`config.mk`:
```
export PLATFORM = sky130hd
export DESIGN_NAME = rsxt_datapath
export DESIGN_NICKNAME = d
export VERILOG_FILES = /design/src/core/rsxt_pkg.sv /design/src/core/rsxt_alu.sv /design/src/core/rsxt_datapath.sv
export SDC_FILE = /design/constraint.sdc
export NUM_CORES = 1
export LEC_CHECK = 0
export BUFFER_PORTS_ARGS = -buffer_cell sky130_fd_sc_hd__buf_2
export CORE_ASPECT_RATIO = 2
export CORE_MARGIN = 2
export CORE_UTILIZATION = 35
export CTS_BUF_LIST = sky130_fd_sc_hd__clkbuf_4 sky130_fd_sc_hd__clkbuf_8
export CTS_CLUSTER_DIAMETER = 100
export CTS_CLUSTER_SIZE = 24
export DETAILED_ROUTE_END_ITERATION = 10
export GPL_TIMING_DRIVEN = 0
export PLACE_DENSITY_LB_ADDON = 0.08
export SYNTH_ARGS = -nofsm -noshare
export SYNTH_HDL_FRONTEND = slang
export SYNTH_SLANG_ARGS = --single-unit
```
`constraint.sdc`:
```
create_clock -name core_clk -period 2.4 [get_ports core_clk]
set_input_delay 0.12 -clock core_clk [delete_from_list [all_inputs] [get_ports core_clk]]
set_output_delay 0.12 -clock core_clk [all_outputs]
set_load 0.1 [all_outputs]
```
`src/core/rsxt_pkg.sv`:
```
// package for the rotate/swap/xor/direction-load datapath
package rsxt_pkg;
    typedef enum logic [2:0] {
        RSXT_OP_NONE,
        RSXT_OP_ROTATE_RIGHT_CARRY,
        RSXT_OP_NIBBLE_EXCHANGE,
        RSXT_OP_XOR_FILE,
        RSXT_OP_XOR_IMMEDIATE,
        RSXT_OP_PORT_DIRECTION_LOAD
    } rsxt_op_e;

    localparam int unsigned RSXT_DATA_W    = 8;
    localparam int unsigned RSXT_ADDR_W    = 5;
    localparam logic [4:0]  RSXT_ADDR_MAX  = 5'h1F;
    localparam logic [2:0]  RSXT_DIR_SEL_A = 3'h6;
    localparam logic [2:0]  RSXT_DIR_SEL_B = 3'h7;
    localparam logic        RSXT_DEST_ACC  = 1'b0;
    localparam logic        RSXT_DEST_FILE = 1'b1;
    localparam logic [7:0]  RSXT_ACC_RST   = 8'h00;
    localparam logic [4:0]  RSXT_WADDR_RST = 5'h00;
    localparam logic [7:0]  RSXT_WDATA_RST = 8'h00;
    localparam logic [7:0]  RSXT_DIR_RST   = 8'hFF;
    localparam logic        RSXT_FLAG_RST  = 1'b0;
endpackage

```
`src/core/rsxt_alu.sv`:
```
// combinational result and flag logic of the datapath
`timescale 1ns/1ps
module rsxt_alu
    import rsxt_pkg::*;
(
    input  wire rsxt_pkg::rsxt_op_e op,
    input  wire logic [7:0]         acc,
    input  wire logic [7:0]         src,
    input  wire logic [7:0]         imm,
    input  wire logic               carry_in,
    output logic [7:0]              result,
    output logic                    carry_out,
    output logic                    zero_out
);
    always_comb begin
        result    = src;
        carry_out = carry_in;
        case (op)
            RSXT_OP_ROTATE_RIGHT_CARRY: begin
                result    = {carry_in, src[7:1]};
                carry_out = src[0];
            end
            RSXT_OP_NIBBLE_EXCHANGE:     result = {src[3:0], src[7:4]};
            RSXT_OP_XOR_FILE:            result = acc ^ src;
            RSXT_OP_XOR_IMMEDIATE:       result = acc ^ imm;
            RSXT_OP_PORT_DIRECTION_LOAD: result = acc;
            default:                     result = src;
        endcase
        zero_out = (result == 8'h00);
    end
endmodule

```
`src/core/rsxt_datapath.sv`:
```
// execution datapath: rotate, nibble exchange, xor, direction-register load
// Notes on behaviour
// - rotate right moves the addressed file register (0..31) through carry; only carry changes.
// - destination bit 0 writes the accumulator, 1 writes the addressed file register.
// - nibble exchange swaps the two halves of the source; no flag changes.
// - direction load copies accumulator into direction register 6 or 7; flags unchanged.
// - immediate xor combines accumulator with an 8-bit value into accumulator; sets zero.
// - file xor combines accumulator with addressed register, routed by destination; sets zero.
`timescale 1ns/1ps
module rsxt_datapath
    import rsxt_pkg::*;
(
    core_clk,
    srst,
    clk_en,
    op_valid,
    op,
    file_addr,
    dest_sel,
    imm,
    file_rdata,
    file_we_q,
    file_waddr_q,
    file_wdata_q,
    acc_q,
    carry_q,
    zero_q,
    dir_a_q,
    dir_b_q
);
    input  wire logic               core_clk;
    input  wire logic               srst;
    input  wire logic               clk_en;
    input  wire logic               op_valid;
    input  wire rsxt_pkg::rsxt_op_e op;
    input  wire logic [4:0]         file_addr;
    input  wire logic               dest_sel;
    input  wire logic [7:0]         imm;
    input  wire logic [7:0]         file_rdata;
    output logic                    file_we_q;
    output logic [4:0]              file_waddr_q;
    output logic [7:0]              file_wdata_q;
    output logic [7:0]              acc_q;
    output logic                    carry_q;
    output logic                    zero_q;
    output logic [7:0]              dir_a_q;
    output logic [7:0]              dir_b_q;

    logic [7:0] result;
    logic       carry_d;
    logic       zero_d;
    logic       file_dest;
    logic       go;

    rsxt_alu u_alu (
        .op        (op),
        .acc       (acc_q),
        .src       (file_rdata),
        .imm       (imm),
        .carry_in  (carry_q),
        .result    (result),
        .carry_out (carry_d),
        .zero_out  (zero_d)
    );

    // ops that take a destination operand
    function automatic logic has_dest(input rsxt_op_e o);
        return (o == RSXT_OP_ROTATE_RIGHT_CARRY) || (o == RSXT_OP_NIBBLE_EXCHANGE) || (o == RSXT_OP_XOR_FILE);
    endfunction

    assign go        = clk_en && op_valid;
    assign file_dest = has_dest(op) && (dest_sel == RSXT_DEST_FILE);

    // file write port; address above range cannot occur with a 5-bit field
    always_ff @(posedge core_clk) begin
        if (srst) begin
            file_we_q    <= 1'b0;
            file_waddr_q <= RSXT_WADDR_RST;
            file_wdata_q <= RSXT_WDATA_RST;
        end else if (clk_en) begin
            file_we_q <= op_valid && file_dest;
            if (op_valid && file_dest) begin
                file_waddr_q <= file_addr;
                file_wdata_q <= result;
            end
        end
    end

    // accumulator
    always_ff @(posedge core_clk) begin
        if (srst) begin
            acc_q <= RSXT_ACC_RST;
        end else if (go) begin
            if (has_dest(op) && dest_sel == RSXT_DEST_ACC) begin
                acc_q <= result;
            end else if (op == RSXT_OP_XOR_IMMEDIATE) begin
                acc_q <= result;
            end
        end
    end

    // carry only moves on rotate
    always_ff @(posedge core_clk) begin
        if (srst) begin
            carry_q <= RSXT_FLAG_RST;
        end else if (go && op == RSXT_OP_ROTATE_RIGHT_CARRY) begin
            carry_q <= carry_d;
        end
    end

    // zero only moves on the two xor forms
    always_ff @(posedge core_clk) begin
        if (srst) begin
            zero_q <= RSXT_FLAG_RST;
        end else if (go && (op == RSXT_OP_XOR_FILE || op == RSXT_OP_XOR_IMMEDIATE)) begin
            zero_q <= zero_d;
        end
    end

    // direction registers; other selectors are ignored, reset to all inputs
    always_ff @(posedge core_clk) begin
        if (srst) begin
            dir_a_q <= RSXT_DIR_RST;
            dir_b_q <= RSXT_DIR_RST;
        end else if (go && op == RSXT_OP_PORT_DIRECTION_LOAD) begin
            if (file_addr[2:0] == RSXT_DIR_SEL_A && file_addr[4:3] == 2'h0) begin
                dir_a_q <= acc_q;
            end
            if (file_addr[2:0] == RSXT_DIR_SEL_B && file_addr[4:3] == 2'h0) begin
                dir_b_q <= acc_q;
            end
        end
    end

    chk_rotate_carry: assert property (@(posedge core_clk) disable iff (srst)
        go && op == RSXT_OP_ROTATE_RIGHT_CARRY |=> carry_q == $past(file_rdata[0]))
        else $error("rotate carry wrong");
    chk_rotate_result: assert property (@(posedge core_clk) disable iff (srst)
        go && op == RSXT_OP_ROTATE_RIGHT_CARRY && dest_sel == RSXT_DEST_ACC
        |=> acc_q == {$past(carry_q), $past(file_rdata[7:1])})
        else $error("rotate result wrong");
    chk_dest_file: assert property (@(posedge core_clk) disable iff (srst)
        go && has_dest(op) && dest_sel == RSXT_DEST_FILE |=> file_we_q && $stable(acc_q))
        else $error("file destination wrong");
    chk_swap_flags: assert property (@(posedge core_clk) disable iff (srst)
        go && op == RSXT_OP_NIBBLE_EXCHANGE |=> $stable(carry_q) && $stable(zero_q))
        else $error("swap touched flags");
    chk_swap_data: assert property (@(posedge core_clk) disable iff (srst)
        go && op == RSXT_OP_NIBBLE_EXCHANGE && dest_sel == RSXT_DEST_FILE
        |=> file_wdata_q == {$past(file_rdata[3:0]), $past(file_rdata[7:4])})
        else $error("swap data wrong");
    chk_dir_load: assert property (@(posedge core_clk) disable iff (srst)
        go && op == RSXT_OP_PORT_DIRECTION_LOAD && file_addr == 5'h06
        |=> dir_a_q == $past(acc_q) && $stable(carry_q) && $stable(zero_q))
        else $error("direction load wrong");
    chk_xor_imm: assert property (@(posedge core_clk) disable iff (srst)
        go && op == RSXT_OP_XOR_IMMEDIATE |=> acc_q == ($past(acc_q) ^ $past(imm)) && zero_q == (acc_q == 8'h00))
        else $error("immediate xor wrong");
    chk_xor_file: assert property (@(posedge core_clk) disable iff (srst)
        go && op == RSXT_OP_XOR_FILE && dest_sel == RSXT_DEST_FILE
        |=> file_wdata_q == ($past(acc_q) ^ $past(file_rdata)) && zero_q == (file_wdata_q == 8'h00))
        else $error("file xor wrong");
    chk_freeze: assert property (@(posedge core_clk) disable iff (srst)
        !clk_en |=> $stable(acc_q) && $stable(carry_q) && $stable(zero_q))
        else $error("state moved while disabled");

    // operands are taken one edge back, so file_rdata must stand together with the op
    chk_rotate_file: assert property (@(posedge core_clk) disable iff (srst)
        go && op == RSXT_OP_ROTATE_RIGHT_CARRY && dest_sel == RSXT_DEST_FILE
        |=> file_wdata_q == {$past(carry_q), $past(file_rdata[7:1])})
        else $error("rotate file result wrong");
    chk_rotate_zero: assert property (@(posedge core_clk) disable iff (srst)
        go && op == RSXT_OP_ROTATE_RIGHT_CARRY |=> $stable(zero_q))
        else $error("rotate touched zero");
    chk_dest_acc: assert property (@(posedge core_clk) disable iff (srst)
        go && has_dest(op) && dest_sel == RSXT_DEST_ACC |=> !file_we_q)
        else $error("accumulator destination wrote file");
    chk_file_addr: assert property (@(posedge core_clk) disable iff (srst)
        go && has_dest(op) && dest_sel == RSXT_DEST_FILE
        |=> file_waddr_q == $past(file_addr))
        else $error("file write address wrong");
    chk_swap_acc: assert property (@(posedge core_clk) disable iff (srst)
        go && op == RSXT_OP_NIBBLE_EXCHANGE && dest_sel == RSXT_DEST_ACC
        |=> acc_q == {$past(file_rdata[3:0]), $past(file_rdata[7:4])})
        else $error("swap into accumulator wrong");
    chk_dir_load_b: assert property (@(posedge core_clk) disable iff (srst)
        go && op == RSXT_OP_PORT_DIRECTION_LOAD && file_addr == 5'h07
        |=> dir_b_q == $past(acc_q) && $stable(dir_a_q) && $stable(acc_q))
        else $error("second direction load wrong");
    chk_dir_refused: assert property (@(posedge core_clk) disable iff (srst)
        go && op == RSXT_OP_PORT_DIRECTION_LOAD && file_addr != 5'h06 && file_addr != 5'h07
        |=> $stable(dir_a_q) && $stable(dir_b_q))
        else $error("direction load with bad selector");
    chk_dir_no_file: assert property (@(posedge core_clk) disable iff (srst)
        go && op == RSXT_OP_PORT_DIRECTION_LOAD |=> !file_we_q && $stable(acc_q))
        else $error("direction load wrote data");
    chk_xor_imm_side: assert property (@(posedge core_clk) disable iff (srst)
        go && op == RSXT_OP_XOR_IMMEDIATE |=> $stable(carry_q) && !file_we_q)
        else $error("immediate xor side effect");
    chk_xor_file_acc: assert property (@(posedge core_clk) disable iff (srst)
        go && op == RSXT_OP_XOR_FILE && dest_sel == RSXT_DEST_ACC
        |=> acc_q == ($past(acc_q) ^ $past(file_rdata)) && zero_q == (acc_q == 8'h00))
        else $error("file xor into accumulator wrong");
    chk_carry_hold: assert property (@(posedge core_clk) disable iff (srst)
        go && op != RSXT_OP_ROTATE_RIGHT_CARRY |=> $stable(carry_q))
        else $error("carry moved outside rotate");
    chk_zero_hold: assert property (@(posedge core_clk) disable iff (srst)
        go && op != RSXT_OP_XOR_FILE && op != RSXT_OP_XOR_IMMEDIATE
        |=> $stable(zero_q))
        else $error("zero moved outside xor");
    chk_idle_hold: assert property (@(posedge core_clk) disable iff (srst)
        clk_en && !op_valid |=> !file_we_q && $stable(acc_q) && $stable(carry_q) && $stable(zero_q))
        else $error("state moved while idle");
    chk_freeze_out: assert property (@(posedge core_clk) disable iff (srst)
        !clk_en |=> $stable(file_we_q) && $stable(file_waddr_q) && $stable(file_wdata_q)
        && $stable(dir_a_q) && $stable(dir_b_q))
        else $error("outputs moved while disabled");
    chk_reset_state: assert property (@(posedge core_clk)
        srst |=> acc_q == RSXT_ACC_RST && carry_q == RSXT_FLAG_RST && zero_q == RSXT_FLAG_RST
        && !file_we_q && dir_a_q == RSXT_DIR_RST && dir_b_q == RSXT_DIR_RST)
        else $error("reset state wrong");
endmodule

```
# ---- After elaboration in Yosys (flattened, before gate mapping)
# Cells that the tools add are included.
dict set report word_totals {
  regBits 40
  latch_bits 0
  ram_bits 0
  mem_bits_ro 0
  out_inout_bits 40
  memories 0
}
dict set report op_classes {
  addsub 0
  mul 0
  div_mod_pow 0
  magnitude_cmp 0
  n_eq_ne 7
  shifts 0
  mux 3
  n_bitwise 3
  reduce_logical 20
}
# cell n
set op_table {}
lappend op_table {{case mux 8 bit (5 select lines)} 1}
lappend op_table {{two-way mux 8 bit} 2}
lappend op_table {{bitwise XOR 8 bit} 2}
lappend op_table {{== test 3 bit (second input constant)} 4}
lappend op_table {{AND reduction 2 bit} 5}
lappend op_table {{logical AND 1 bit} 9}
lappend op_table {{zero test 8 bit} 1}
lappend op_table {{== test 3 x 2 -> 1 bit (second input constant)} 2}
lappend op_table {{== test 3 x 1 -> 1 bit (second input constant)} 1}
lappend op_table {{logical OR 1 bit} 3}
lappend op_table {{zero test 2 bit} 1}
lappend op_table {{nonzero test 2 bit} 1}
lappend op_table {{NOT 1 bit} 1}

# ---- Depth between registers and ports, before layout
# Gate-level depths: netlist of the first run.
dict set report logic_depth {
  depth_word 6
  mapped_depth 9
  ltp_nobuf 6
}

# ---- Cells and area by module
# From an unflattened synthesis of the first run, not the netlist that was laid out.
dict set report unflattened {
  cells_unflattened 224
  area_unflattened_um2 2140.8
}
# module n_inst cells_per_inst area_per_inst_um2 seq_area_each_um2
set modules_own_cells {}
lappend modules_own_cells {rsxt_datapath 1 162 1611.5 800.8}
lappend modules_own_cells {rsxt_alu 1 62 529.3 0.0}

# ---- Least setup slack after synthesis of the first run
# No wires, ideal clock.
dict set report synth_timing {
  path_type {register to register}
  from {register acc_q[1]}
  to {register zero_q}
  setup_ps 127
  t_arrival_ps 2156
  setup_slack_ps 117
  path_stages_with_launch 7
  path_cell_list {dfxtp_1 nand2b_1 a211oi_2 o32ai_1 a221oi_1 or2_1 o31ai_2}
}
dict set report synth_between {
  elab_chain_len 3
  elab_cells_between_ends 4
  classes_between {mux (1); bitwise (2); reduce/logical (1)}
}
# element line
set synth_lines {}
lappend synth_lines {{start: declaration} rsxt_datapath.sv:43} ;# output logic [7:0] acc_q;
lappend synth_lines {{start signal: assignment} rsxt_datapath.sv:95} ;# acc_q <= result;
lappend synth_lines {{start signal: assignment} rsxt_datapath.sv:97} ;# acc_q <= result;
lappend synth_lines {{bitwise XOR 8 bit, on equally long branches} {rsxt_alu.sv:25, rsxt_alu.sv:24}}
lappend synth_lines {{case mux 8 bit (5 select lines) *} rsxt_alu.sv:18} ;# case (op)
lappend synth_lines {{zero test 8 bit *} rsxt_alu.sv:29} ;# zero_out = (result == 8'h00);
lappend synth_lines {{end signal: assignment} rsxt_datapath.sv:116} ;# zero_q <= zero_d;
lappend synth_lines {{end: declaration} rsxt_datapath.sv:45} ;# output logic zero_q;
# Mark *: on every way between the ends. The rest lies on a longest branch, timed or not.
# A chain may end at the register's enable or synchronous reset.

# ---- Final worst setup path of the first run
dict set report layout_timing {
  from {register acc_q[0]}
  to {register zero_q}
}
# Same word-level chain as after synthesis.

==> impl_metrics.csv, run 1 <==
group,metric,value,unit
yosys,ys_top_cells_by_area,"dfxtp_1 36%, a211o_1 6.7%, nand2_1 6.2%",
run_status,status,"complete, no violations",
finish,final_nets,386,
floorplan,placeableCoreArea,6260,sq um
clock_network,cts-root-buf,"clkbuf_8",
floorplan,dieArea,7080,sq um
critical_path,cpPeakStageDelay,720,ps
timing,fin_skew,7.96,ps
clock_network,cts_setup_buffers,0,
clock_network,clkSlewWorstSetupHoldPaths,80,ps
yosys,synth_top_area_cell,"dfxtp_1",
critical_path,worst_setup_path_start_kind,"register",
clock_network,cts_buffers,5,
yosys,synth_edf_count,0,
timing,finalSetupViolCount,0,
placed_design,finalWeightedCongestion,0.934,
clock_network,clk_path_buf_depth,2,
timing,hold_slack,64.8,ps
critical_path,crit_type,"reg -> reg",
yosys,synth.distinct_cells,39,
grt,grt-ovfl-total,0,
critical_path,worstSetupStartpoint,"acc_q[0]",
finish,layout-drive-gt1-share,25.7,%
finish,antennaDiodeCount,0,
finish,fin_cells,444,
drt,drc,0,
power_and_ir_drop,total_leakage_power,1.10,nW
clock_network,cts_tree,"built",
clock_network,cts_max_level,2,
timing,finalCriticalPeriod,2190,ps
grt,grt_pass1_vias,2273,
drt,avgViaCountPerCell,5.32,
drt,antenna_left,0,
yosys,synthTopCellsByCount,"40 x dfxtp_1, 37 x nand2_1, 29 x nor2_1, 26 x a21oi_1",
drt,drt_wl_total,7290,um
clock_network,cts.sinks,40,
placed_design,dpl.hpwl,5630,um
critical_path,end_kind,"register",
critical_path,worst-path-stages,6,
critical_path,path_cells,"nand2b_1 > a211oi_2 > o32ai_1 > a221oi_1 > or2_1 > o31ai_2",
timing,hold_violations,0,
critical_path,crit-reg2reg-launch,"acc_q[0]",
critical_path,critPathBufInv,0,
timing,tightestPinTransition,769,ps
timing,tns,0,ps
yosys,syn_inst,283,
grt,antenna_found_initial,0,
critical_path,r2r.worst_path.cells,6,
timing,rsz0062_at_grt,"no",
critical_path,crit_path_max_fanout,8,
floorplan,die_w,60.5,um
flow_run,drv_cap,0,
timing,maxSlewViolCount,0,
critical_path,critPathRequiredTime,2580,ps
timing,fmax,456,MHz
floorplan,dieHeight,117,um
drt,drt_iter0_drc,108,
placed_design,dp.cells,436,
critical_path,slowest_stage,"a221oi_1",
grt,gr-usage-all-layers,22.0,%
finish,nFillCells,705,
critical_path,crit_end,"zero_q",
power_and_ir_drop,powerDensity,564,nW/um^2
yosys,seq_area_frac_synth,35.8,%
drt,wl_per_cell,16.4,um
yosys,synth-seq-cells,40,
grt,grt_pass1_wl,11400,um
critical_path,critical_path_arrival,2370,ps
worst_hold_path,min-delay-path-class,"in -> reg",
yosys,syn_area,2230,sq um
yosys,synth.most_common_cell,"dfxtp_1",
grt,grt_max_degree,14,
power_and_ir_drop,ir_drop,0.531,mV
yosys,synth_top_area_share,35.8,%
yosys,avgSynthCellArea,7.90,sq um
floorplan,ios,69,
timing,relSlewSlack,48.7,%
critical_path,path_delay_family,"compound AO/OA/AOI/OAI gates",
clock_network,insertion_delay,300,ps
finish,area_growth,25.3,%
timing,period_share,91.3,%
drt,drt_pass1_iterations,4,
critical_path,r2r_slack,210,ps
yosys,synth_warnings,0,
placed_design,numPortBuffers,67,
critical_path,rr_endpoint,"zero_q",
floorplan,initial_core_util,35.7,%
yosys,synth_flop_cell,"dfxtp_1",
floorplan,num_rows,41,
yosys,syn-num-nets,312,
drt,vias,2364,
yosys,ys_async_sr_fraction,0,%
clock_network,cts_resized,0,
clock_network,cts_hold_buf,0,
==> area by class of cell <==
cell class	count	area (sq um)	area share, %
Multi-Input combinational cell	208	1260	45.1
Sequential cell	40	801	28.6
Timing Repair Buffer	67	335	12.0
Buffer	20	115	4.11
Tap cell	86	108	3.84
Clock buffer	6	82.6	2.95
Inverter	15	56.3	2.01
Clock inverter	2	38.8	1.39
==> power by group <==
group	internal (mW)	total, mW	leakage (nW)	switching, mW
logic	0.0923	0.311	0.714	0.219
clock network	0.340	0.582	0.0614	0.242
registers	0.673	0.687	0.324	0.0133
==> worst reg2reg max path, delay by kind of cell, from the launching register on <==
| kind | cells | cell delay, ps |
|---|---|---|
| compound gates | 4 | 1230 |
| flops | 1 | 520 |
| simple gates | 2 | 330 |
==> registers in the layout (all words and copies together), names as in the netlist <==
signal / count
zero_q: 1
acc_q: 8
dir_b_q: 8
dir_a_q: 8
carry_q: 1
file_waddr_q: 5
file_we_q: 1
file_wdata_q: 8
==> cells by family after synthesis <==
family	after synthesis	synth area share, %
multiplexers	3	1.34
buffers and inverters	35	7.67
flip-flops	40	35.8
XOR/XNOR	1	0.392
AO/OA/AOI/OAI	94	29.7
AND/OR/NAND/NOR	110	25.0
==> per-layer routing <==
metal | part of all wire [%] | global-route usage, % | wire (um) | up-vias
met5 | 0 | 0 | 0 | -
met2 | 52 | 39.8 | 3820 | 71
met3 | 4.3 | 3.08 | 311 | 17
met1 | 38 | 23.3 | 2800 | 1111
li1 | - | - | - | 1165
met4 | 4.9 | 12.8 | 360 | 0
==> cell usage in the layout, fill, tap and decap left out, types with 3 or more instances in the layout <==
master	Yosys	routed
clkbuf_8	0	6
buf_6	3	3
a211oi_1	7	7
nor2_1	29	29
a221oi_1	4	4
a211o_1	17	17
mux2i_1	3	3
nand2_1	37	37
a31oi_1	3	3
o21ai_0	15	15
a21oi_1	26	26
nand4bb_1	4	4
o211a_1	4	4
nor2b_1	17	17
o31ai_1	3	3
o32ai_1	5	5
dfxtp_1	40	40
inv_1	15	15
clkbuf_1	7	7
buf_2	8	75
nor3_1	4	4
nand2b_1	7	7
nor4_1	3	3
==> worst min path at each step <==
stage,startpoint,end,slack [ps],cells after the start
after CTS,file_addr[1],file_waddr_q[1],60,3
after floorplan,file_addr[0],file_waddr_q[0],260,2
after global routing,file_addr[1],file_waddr_q[1],70,3
after global placement,file_addr[3],file_waddr_q[3],380,3
after detailed placement,file_addr[1],file_waddr_q[1],380,3
final,file_addr[1],file_waddr_q[1],60,3
==> stage by stage <==
step	setup slack [ps]	area [sq um]	utilization (%)	total power, mW
detailed placement	301	2680	42.8	1.01
global placement	308	2680	42.8	1.01
CTS	276	2800	44.7	1.59
global route	72.8	2800	44.7	1.64
floorplan	117	2230	-	0.915
finish	208	2800	44.7	1.58
Power figures use the tool's default switching activity.
==> run 2, diff against run 1 <==
- CORE_ASPECT_RATIO: 2 -> default
==> run 2 against run 1 <==
  * Worst hold slack better by 4.7 ps
  * Setup slack improved by 180 ps
  * Critical path type unchanged
  * Combinational power fell by 1%
  * Register-to-register slack gained 180 ps
==> impl_metrics.csv, run 2 (synthesized netlist as in run 1, its figures left out) <==
group,metric,value,unit
finish,final_nets,386,
critical_path,worst_setup_path_start_kind,"register",
timing,tns,0,ps
critical_path,end_kind,"register",
clock_network,cts.sinks,40,
timing,tightestPinTransition,521,ps
floorplan,die_w,83.9,um
floorplan,initial_core_util,35.6,%
drt,drt_wl_total,7030,um
power_and_ir_drop,ir_drop,0.271,mV
critical_path,worst-path-stages,6,
flow_run,drv_cap,0,
finish,postLayoutCoreUtil,43.9,%
grt,gr-usage-all-layers,20.5,%
timing,maxSlewViolCount,0,
timing,hold_slack,69.5,ps
timing,finalSetupViolCount,0,
drt,vias,2323,
finish,area_growth,23.2,%
clock_network,clkSlewWorstSetupHoldPaths,80,ps
floorplan,num_rows,29,
finish,layout-drive-gt1-share,25.7,%
drt,met2WireLength,3100,um
timing,relSlewSlack,65.2,%
finish,layout_common_cells,"75 x buf_2, 40 x dfxtp_1, 37 x nand2_1",
power_and_ir_drop,p_int,0.968,mW
drt,wl_per_cell,16.2,um
power_and_ir_drop,switching_power,0.470,mW
power_and_ir_drop,pwr-share-clk,30.9,%
critical_path,crit_path_max_fanout,8,
power_and_ir_drop,total_leakage_power,1.09,nW
clock_network,insertion_delay,290,ps
finish,final_area,2750,sq um
placed_design,finalWeightedCongestion,0.869,
floorplan,dieArea,7040,sq um
critical_path,critPathBufInv,0,
grt,grt_max_degree,14,
clock_network,cts-root-buf,"clkbuf_8",
clock_network,clk_path_buf_depth,2,
clock_network,cts_max_level,2,
floorplan,ios,69,
timing,rsz0062_at_grt,"no",
grt,grt_pass1_vias,2210,
critical_path,critical_path_arrival,2200,ps
critical_path,crit-reg2reg-launch,"acc_q[1]",
critical_path,path_cells,"nand2b_1 > a211oi_2 > o32ai_1 > a221oi_1 > or2_1 > o31ai_2",
critical_path,critPathRequiredTime,2580,ps
drt,avgViaCountPerCell,5.34,
grt,antenna_found_initial,0,
critical_path,slowest_stage,"dfxtp_1",
critical_path,r2r_slack,390,ps
power_and_ir_drop,power.share.sequential,47.8,%
timing,finalCriticalPeriod,2010,ps
grt,grt_pass1_wl,11500,um
placed_design,dpl.hpwl,5160,um
critical_path,crit_end,"zero_q",
timing,fin_skew,4.84,ps
critical_path,crit_type,"reg -> reg",
floorplan,placeableCoreArea,6280,sq um
drt,drt_iter0_drc,168,
placed_design,numPortBuffers,67,
clock_network,cts_hold_buf,0,
timing,fmax,496,MHz
drt,dr_wl_met3,389,um
power_and_ir_drop,power,1.44,mW
power_and_ir_drop,powerDensity,522,nW/um^2
timing,hold_violations,0,
placed_design,dpl-instance-area,2670,sq um
critical_path,cpPeakStageDelay,570,ps
critical_path,path_delay_family,"compound AO/OA/AOI/OAI gates",
clock_network,cts_setup_buffers,0,
power_and_ir_drop,power_frac_comb,21.3,%
floorplan,dieHeight,83.9,um
clock_network,cts_buffers,5,
drt,drc,0,
drt,drt_pass1_iterations,4,
worst_hold_path,min-delay-path-class,"in -> reg",
clock_network,cts_resized,0,
finish,antennaDiodeCount,0,
drt,antenna_left,0,
critical_path,worstSetupStartpoint,"acc_q[1]",
grt,grt-ovfl-total,0,
finish,final_common_cell,"buf_2",
timing,period_share,84.0,%
clock_network,cts_tree,"built",
run_status,status,"complete, no violations",
drt,highest_layer,"met4",
drt,met1_length,3410,um
critical_path,r2r.worst_path.cells,6,
power_and_ir_drop,switching_share,32.7,%
critical_path,rr_endpoint,"zero_q",
[run 2: power groups by stage]
| stage | logic [mW] | registers [mW] | clock network (mW) |
|---|---|---|---|
| after global placement | 0.304 | 0.703 | 0 |
| after detailed placement | 0.303 | 0.703 | 0 |
| final | 0.307 | 0.687 | 0.445 |
| after CTS | 0.305 | 0.687 | 0.465 |
| after floorplan | 0.143 | 0.772 | 0 |
| after global routing | 0.331 | 0.689 | 0.494 |
[run 2: worst min-delay path, stage by stage]
cell and delay [ps]:
buf_2 100, nand2_1 50, a21oi_1 50
[run 2: layer usage]
metal | vias to the layer above | GRT usage [%]
met3 | 9 | 4.06
met2 | 74 | 31.3
li1 | 1162 | -
met4 | 0 | 6.30
met1 | 1078 | 29.0
met5 | - | 0
[run 2: worst min-delay path by stage]
| stage | endpoint | cells past startpoint | slack, ps | from |
|---|---|---|---|---|
| after floorplan | file_waddr_q[0] | 2 | 260 | file_addr[0] |
| after global routing | file_waddr_q[3] | 3 | 60 | file_addr[3] |
| after global placement | file_waddr_q[1] | 3 | 370 | file_addr[1] |
| after detailed placement | file_waddr_q[2] | 3 | 380 | file_addr[2] |
| final | file_waddr_q[4] | 3 | 70 | file_addr[4] |
| after CTS | file_waddr_q[2] | 3 | 70 | file_addr[2] |
[run 2: stage by stage]
stage,setup WS [ps],cells
CTS,347,435
finish,385,435
global placement,374,427
global route,254,435
detailed placement,358,427
floorplan,117,283
[run 2: layout make-up]
type	instances	area, sq um
Clock buffer	5	68.8
Fill cell	691	3520
Tap cell	77	96.3
Sequential cell	40	801
Timing Repair Buffer	67	335
Buffer	20	115
Clock inverter	3	18.8
Inverter	15	56.3
Multi-Input combinational cell	208	1260
==> run 3, diff against run 2 <==
- clock period: 2.4 -> 2.1 ns (I/O delays scaled with it)
==> run 3 against run 2 <==
  * Largest power group unchanged
  * Sequential power up 14%
  * Wire length down 1.6%
  * Setup slack worse by 220 ps
  * Sequential cell count unchanged
  * Final cell count unchanged
  * First-iteration DRC count up 7.1%
  * Via count up 1.3%
  * Clock power up 44%
==> impl_metrics.csv, run 3 (synthesized netlist as in run 1, its figures left out) <==
group,metric,value,unit
run_status,status,"complete, no violations",
critical_path,critPathRequiredTime,2280,ps
critical_path,end_kind,"register",
timing,fin_skew,8.62,ps
finish,postLayoutCoreUtil,44.3,%
drt,drt_iter0_drc,180,
placed_design,finalWeightedCongestion,0.842,
critical_path,crit_type,"reg -> reg",
clock_network,cts_buffers,5,
power_and_ir_drop,total_leakage_power,1.10,nW
grt,gr-usage-all-layers,20.1,%
placed_design,dpl.hpwl,5070,um
power_and_ir_drop,power,1.78,mW
timing,relSlewSlack,64.3,%
clock_network,cts_setup_buffers,0,
finish,final_area,2780,sq um
drt,met1_length,3230,um
worst_hold_path,min-delay-path-class,"in -> reg",
critical_path,critical_path_arrival,2120,ps
critical_path,worstSetupStartpoint,"acc_q[1]",
timing,finalSetupViolCount,0,
placed_design,dp.cells,427,
timing,period_share,92.0,%
floorplan,num_rows,29,
power_and_ir_drop,switching_power,0.536,mW
power_and_ir_drop,powerDensity,639,nW/um^2
timing,tns,0,ps
finish,layout-drive-gt1-share,26.8,%
timing,maxSlewViolCount,0,
grt,grt_pass1_vias,2238,
drt,met2WireLength,3080,um
timing,hold_violations,0,
critical_path,r2r_slack,170,ps
drt,wl_per_cell,15.9,um
power_and_ir_drop,p_int,1.24,mW
clock_network,insertion_delay,300,ps
power_and_ir_drop,power_frac_comb,19.6,%
finish,antennaDiodeCount,0,
drt,drt_wl_total,6920,um
power_and_ir_drop,switching_share,30.1,%
floorplan,ios,69,
critical_path,crit_end,"zero_q",
drt,drc,0,
finish,final_common_cell,"buf_2",
clock_network,cts-root-buf,"clkbuf_8",
critical_path,slowest_stage,"a221oi_1",
critical_path,path_cells,"nand2b_1 > a211oi_2 > o32ai_1 > a221oi_1 > or2_1 > o31ai_2",
grt,antenna_found_initial,0,
critical_path,crit-reg2reg-launch,"acc_q[1]",
placed_design,numPortBuffers,67,
power_and_ir_drop,power.share.sequential,44.2,%
timing,tightestPinTransition,536,ps
critical_path,r2r.worst_path.cells,6,
timing,fmax,518,MHz
floorplan,initial_core_util,35.6,%
floorplan,dieHeight,83.9,um
drt,drt_pass1_iterations,4,
clock_network,cts_resized,0,
critical_path,rr_endpoint,"zero_q",
power_and_ir_drop,pwr-share-clk,36.1,%
floorplan,die_w,83.9,um
clock_network,cts.sinks,40,
worst_hold_path,min_from,"file_addr[3]",
clock_network,cts_hold_buf,0,
clock_network,clkSlewWorstSetupHoldPaths,80,ps
finish,fin_cells,435,
grt,grt_pass1_wl,11300,um
timing,rsz0062_at_grt,"no",
critical_path,cpPeakStageDelay,550,ps
finish,area_growth,24.5,%
floorplan,dieArea,7040,sq um
drt,antenna_left,0,
grt,grt-ovfl-total,0,
placed_design,dpl-instance-area,2670,sq um
grt,grt_max_degree,13,
finish,final_nets,386,
finish,layout_common_cells,"75 x buf_2, 37 x nand2_1, 36 x dfxtp_1",
drt,highest_layer,"met4",
clock_network,cts_max_level,2,
critical_path,crit_path_max_fanout,8,
clock_network,clk_path_buf_depth,2,
drt,vias,2354,
timing,finalCriticalPeriod,1930,ps
critical_path,worst_setup_path_start_kind,"register",
flow_run,drv_cap,0,
clock_network,cts_tree,"built",
drt,dr_wl_met3,510,um
power_and_ir_drop,ir_drop,0.365,mV
floorplan,placeableCoreArea,6280,sq um
drt,avgViaCountPerCell,5.41,
run 3: worst max-delay path: cells and delay by family, from the launching register on:
| kind | cells | cell delay, ps |
|---|---|---|
| compound gates | 4 | 1050 |
| flops | 1 | 460 |
| simple gates | 2 | 310 |
run 3: power by group through the flow:
stage	logic (mW)	clock network (mW)	registers (mW)
after floorplan	0.164	0	0.883
after global placement	0.347	0	0.804
after detailed placement	0.345	0	0.804
after CTS	0.347	0.652	0.787
after global routing	0.376	0.683	0.788
final	0.349	0.642	0.786
run 3: per-layer routing:
metal | up-vias | GRT usage [%]
met5 | - | 0
met4 | 0 | 6.30
met3 | 10 | 4.35
met2 | 86 | 31.1
met1 | 1094 | 28.0
li1 | 1164 | -
run 3: area by class of cell:
cell class / instances / area [sq um]
clock inverter: 2 / 35.0
inverter: 15 / 56.3
tap: 77 / 96.3
timing repair buffer: 67 / 335
fill: 666 / 3490
multi-input combinational: 208 / 1260
clock buffer: 6 / 76.3
buffer: 20 / 115
sequential: 40 / 806
run 3: stage by stage:
| step | worst slack, ps | hold slack, ps |
|---|---|---|
| 2_1_floorplan | 109 | 241 |
| 3_3_place_gp | 140 | 359 |
| 3_5_place_dp | 172 | 366 |
| 4_1_cts | 203 | 47.9 |
| 5_1_grt | 49.2 | 49.6 |
| 6_report | 169 | 50.9 |
run 3: worst min-delay path by stage:
stage / to / slack, ps / cells after the start
2_1_floorplan: file_waddr_q[0] / 240 / 2
3_3_place_gp: file_waddr_q[1] / 360 / 3
3_5_place_dp: file_waddr_q[3] / 370 / 3
4_1_cts: file_waddr_q[3] / 50 / 3
5_1_grt: file_waddr_q[4] / 50 / 3
6_report: file_waddr_q[3] / 50 / 3
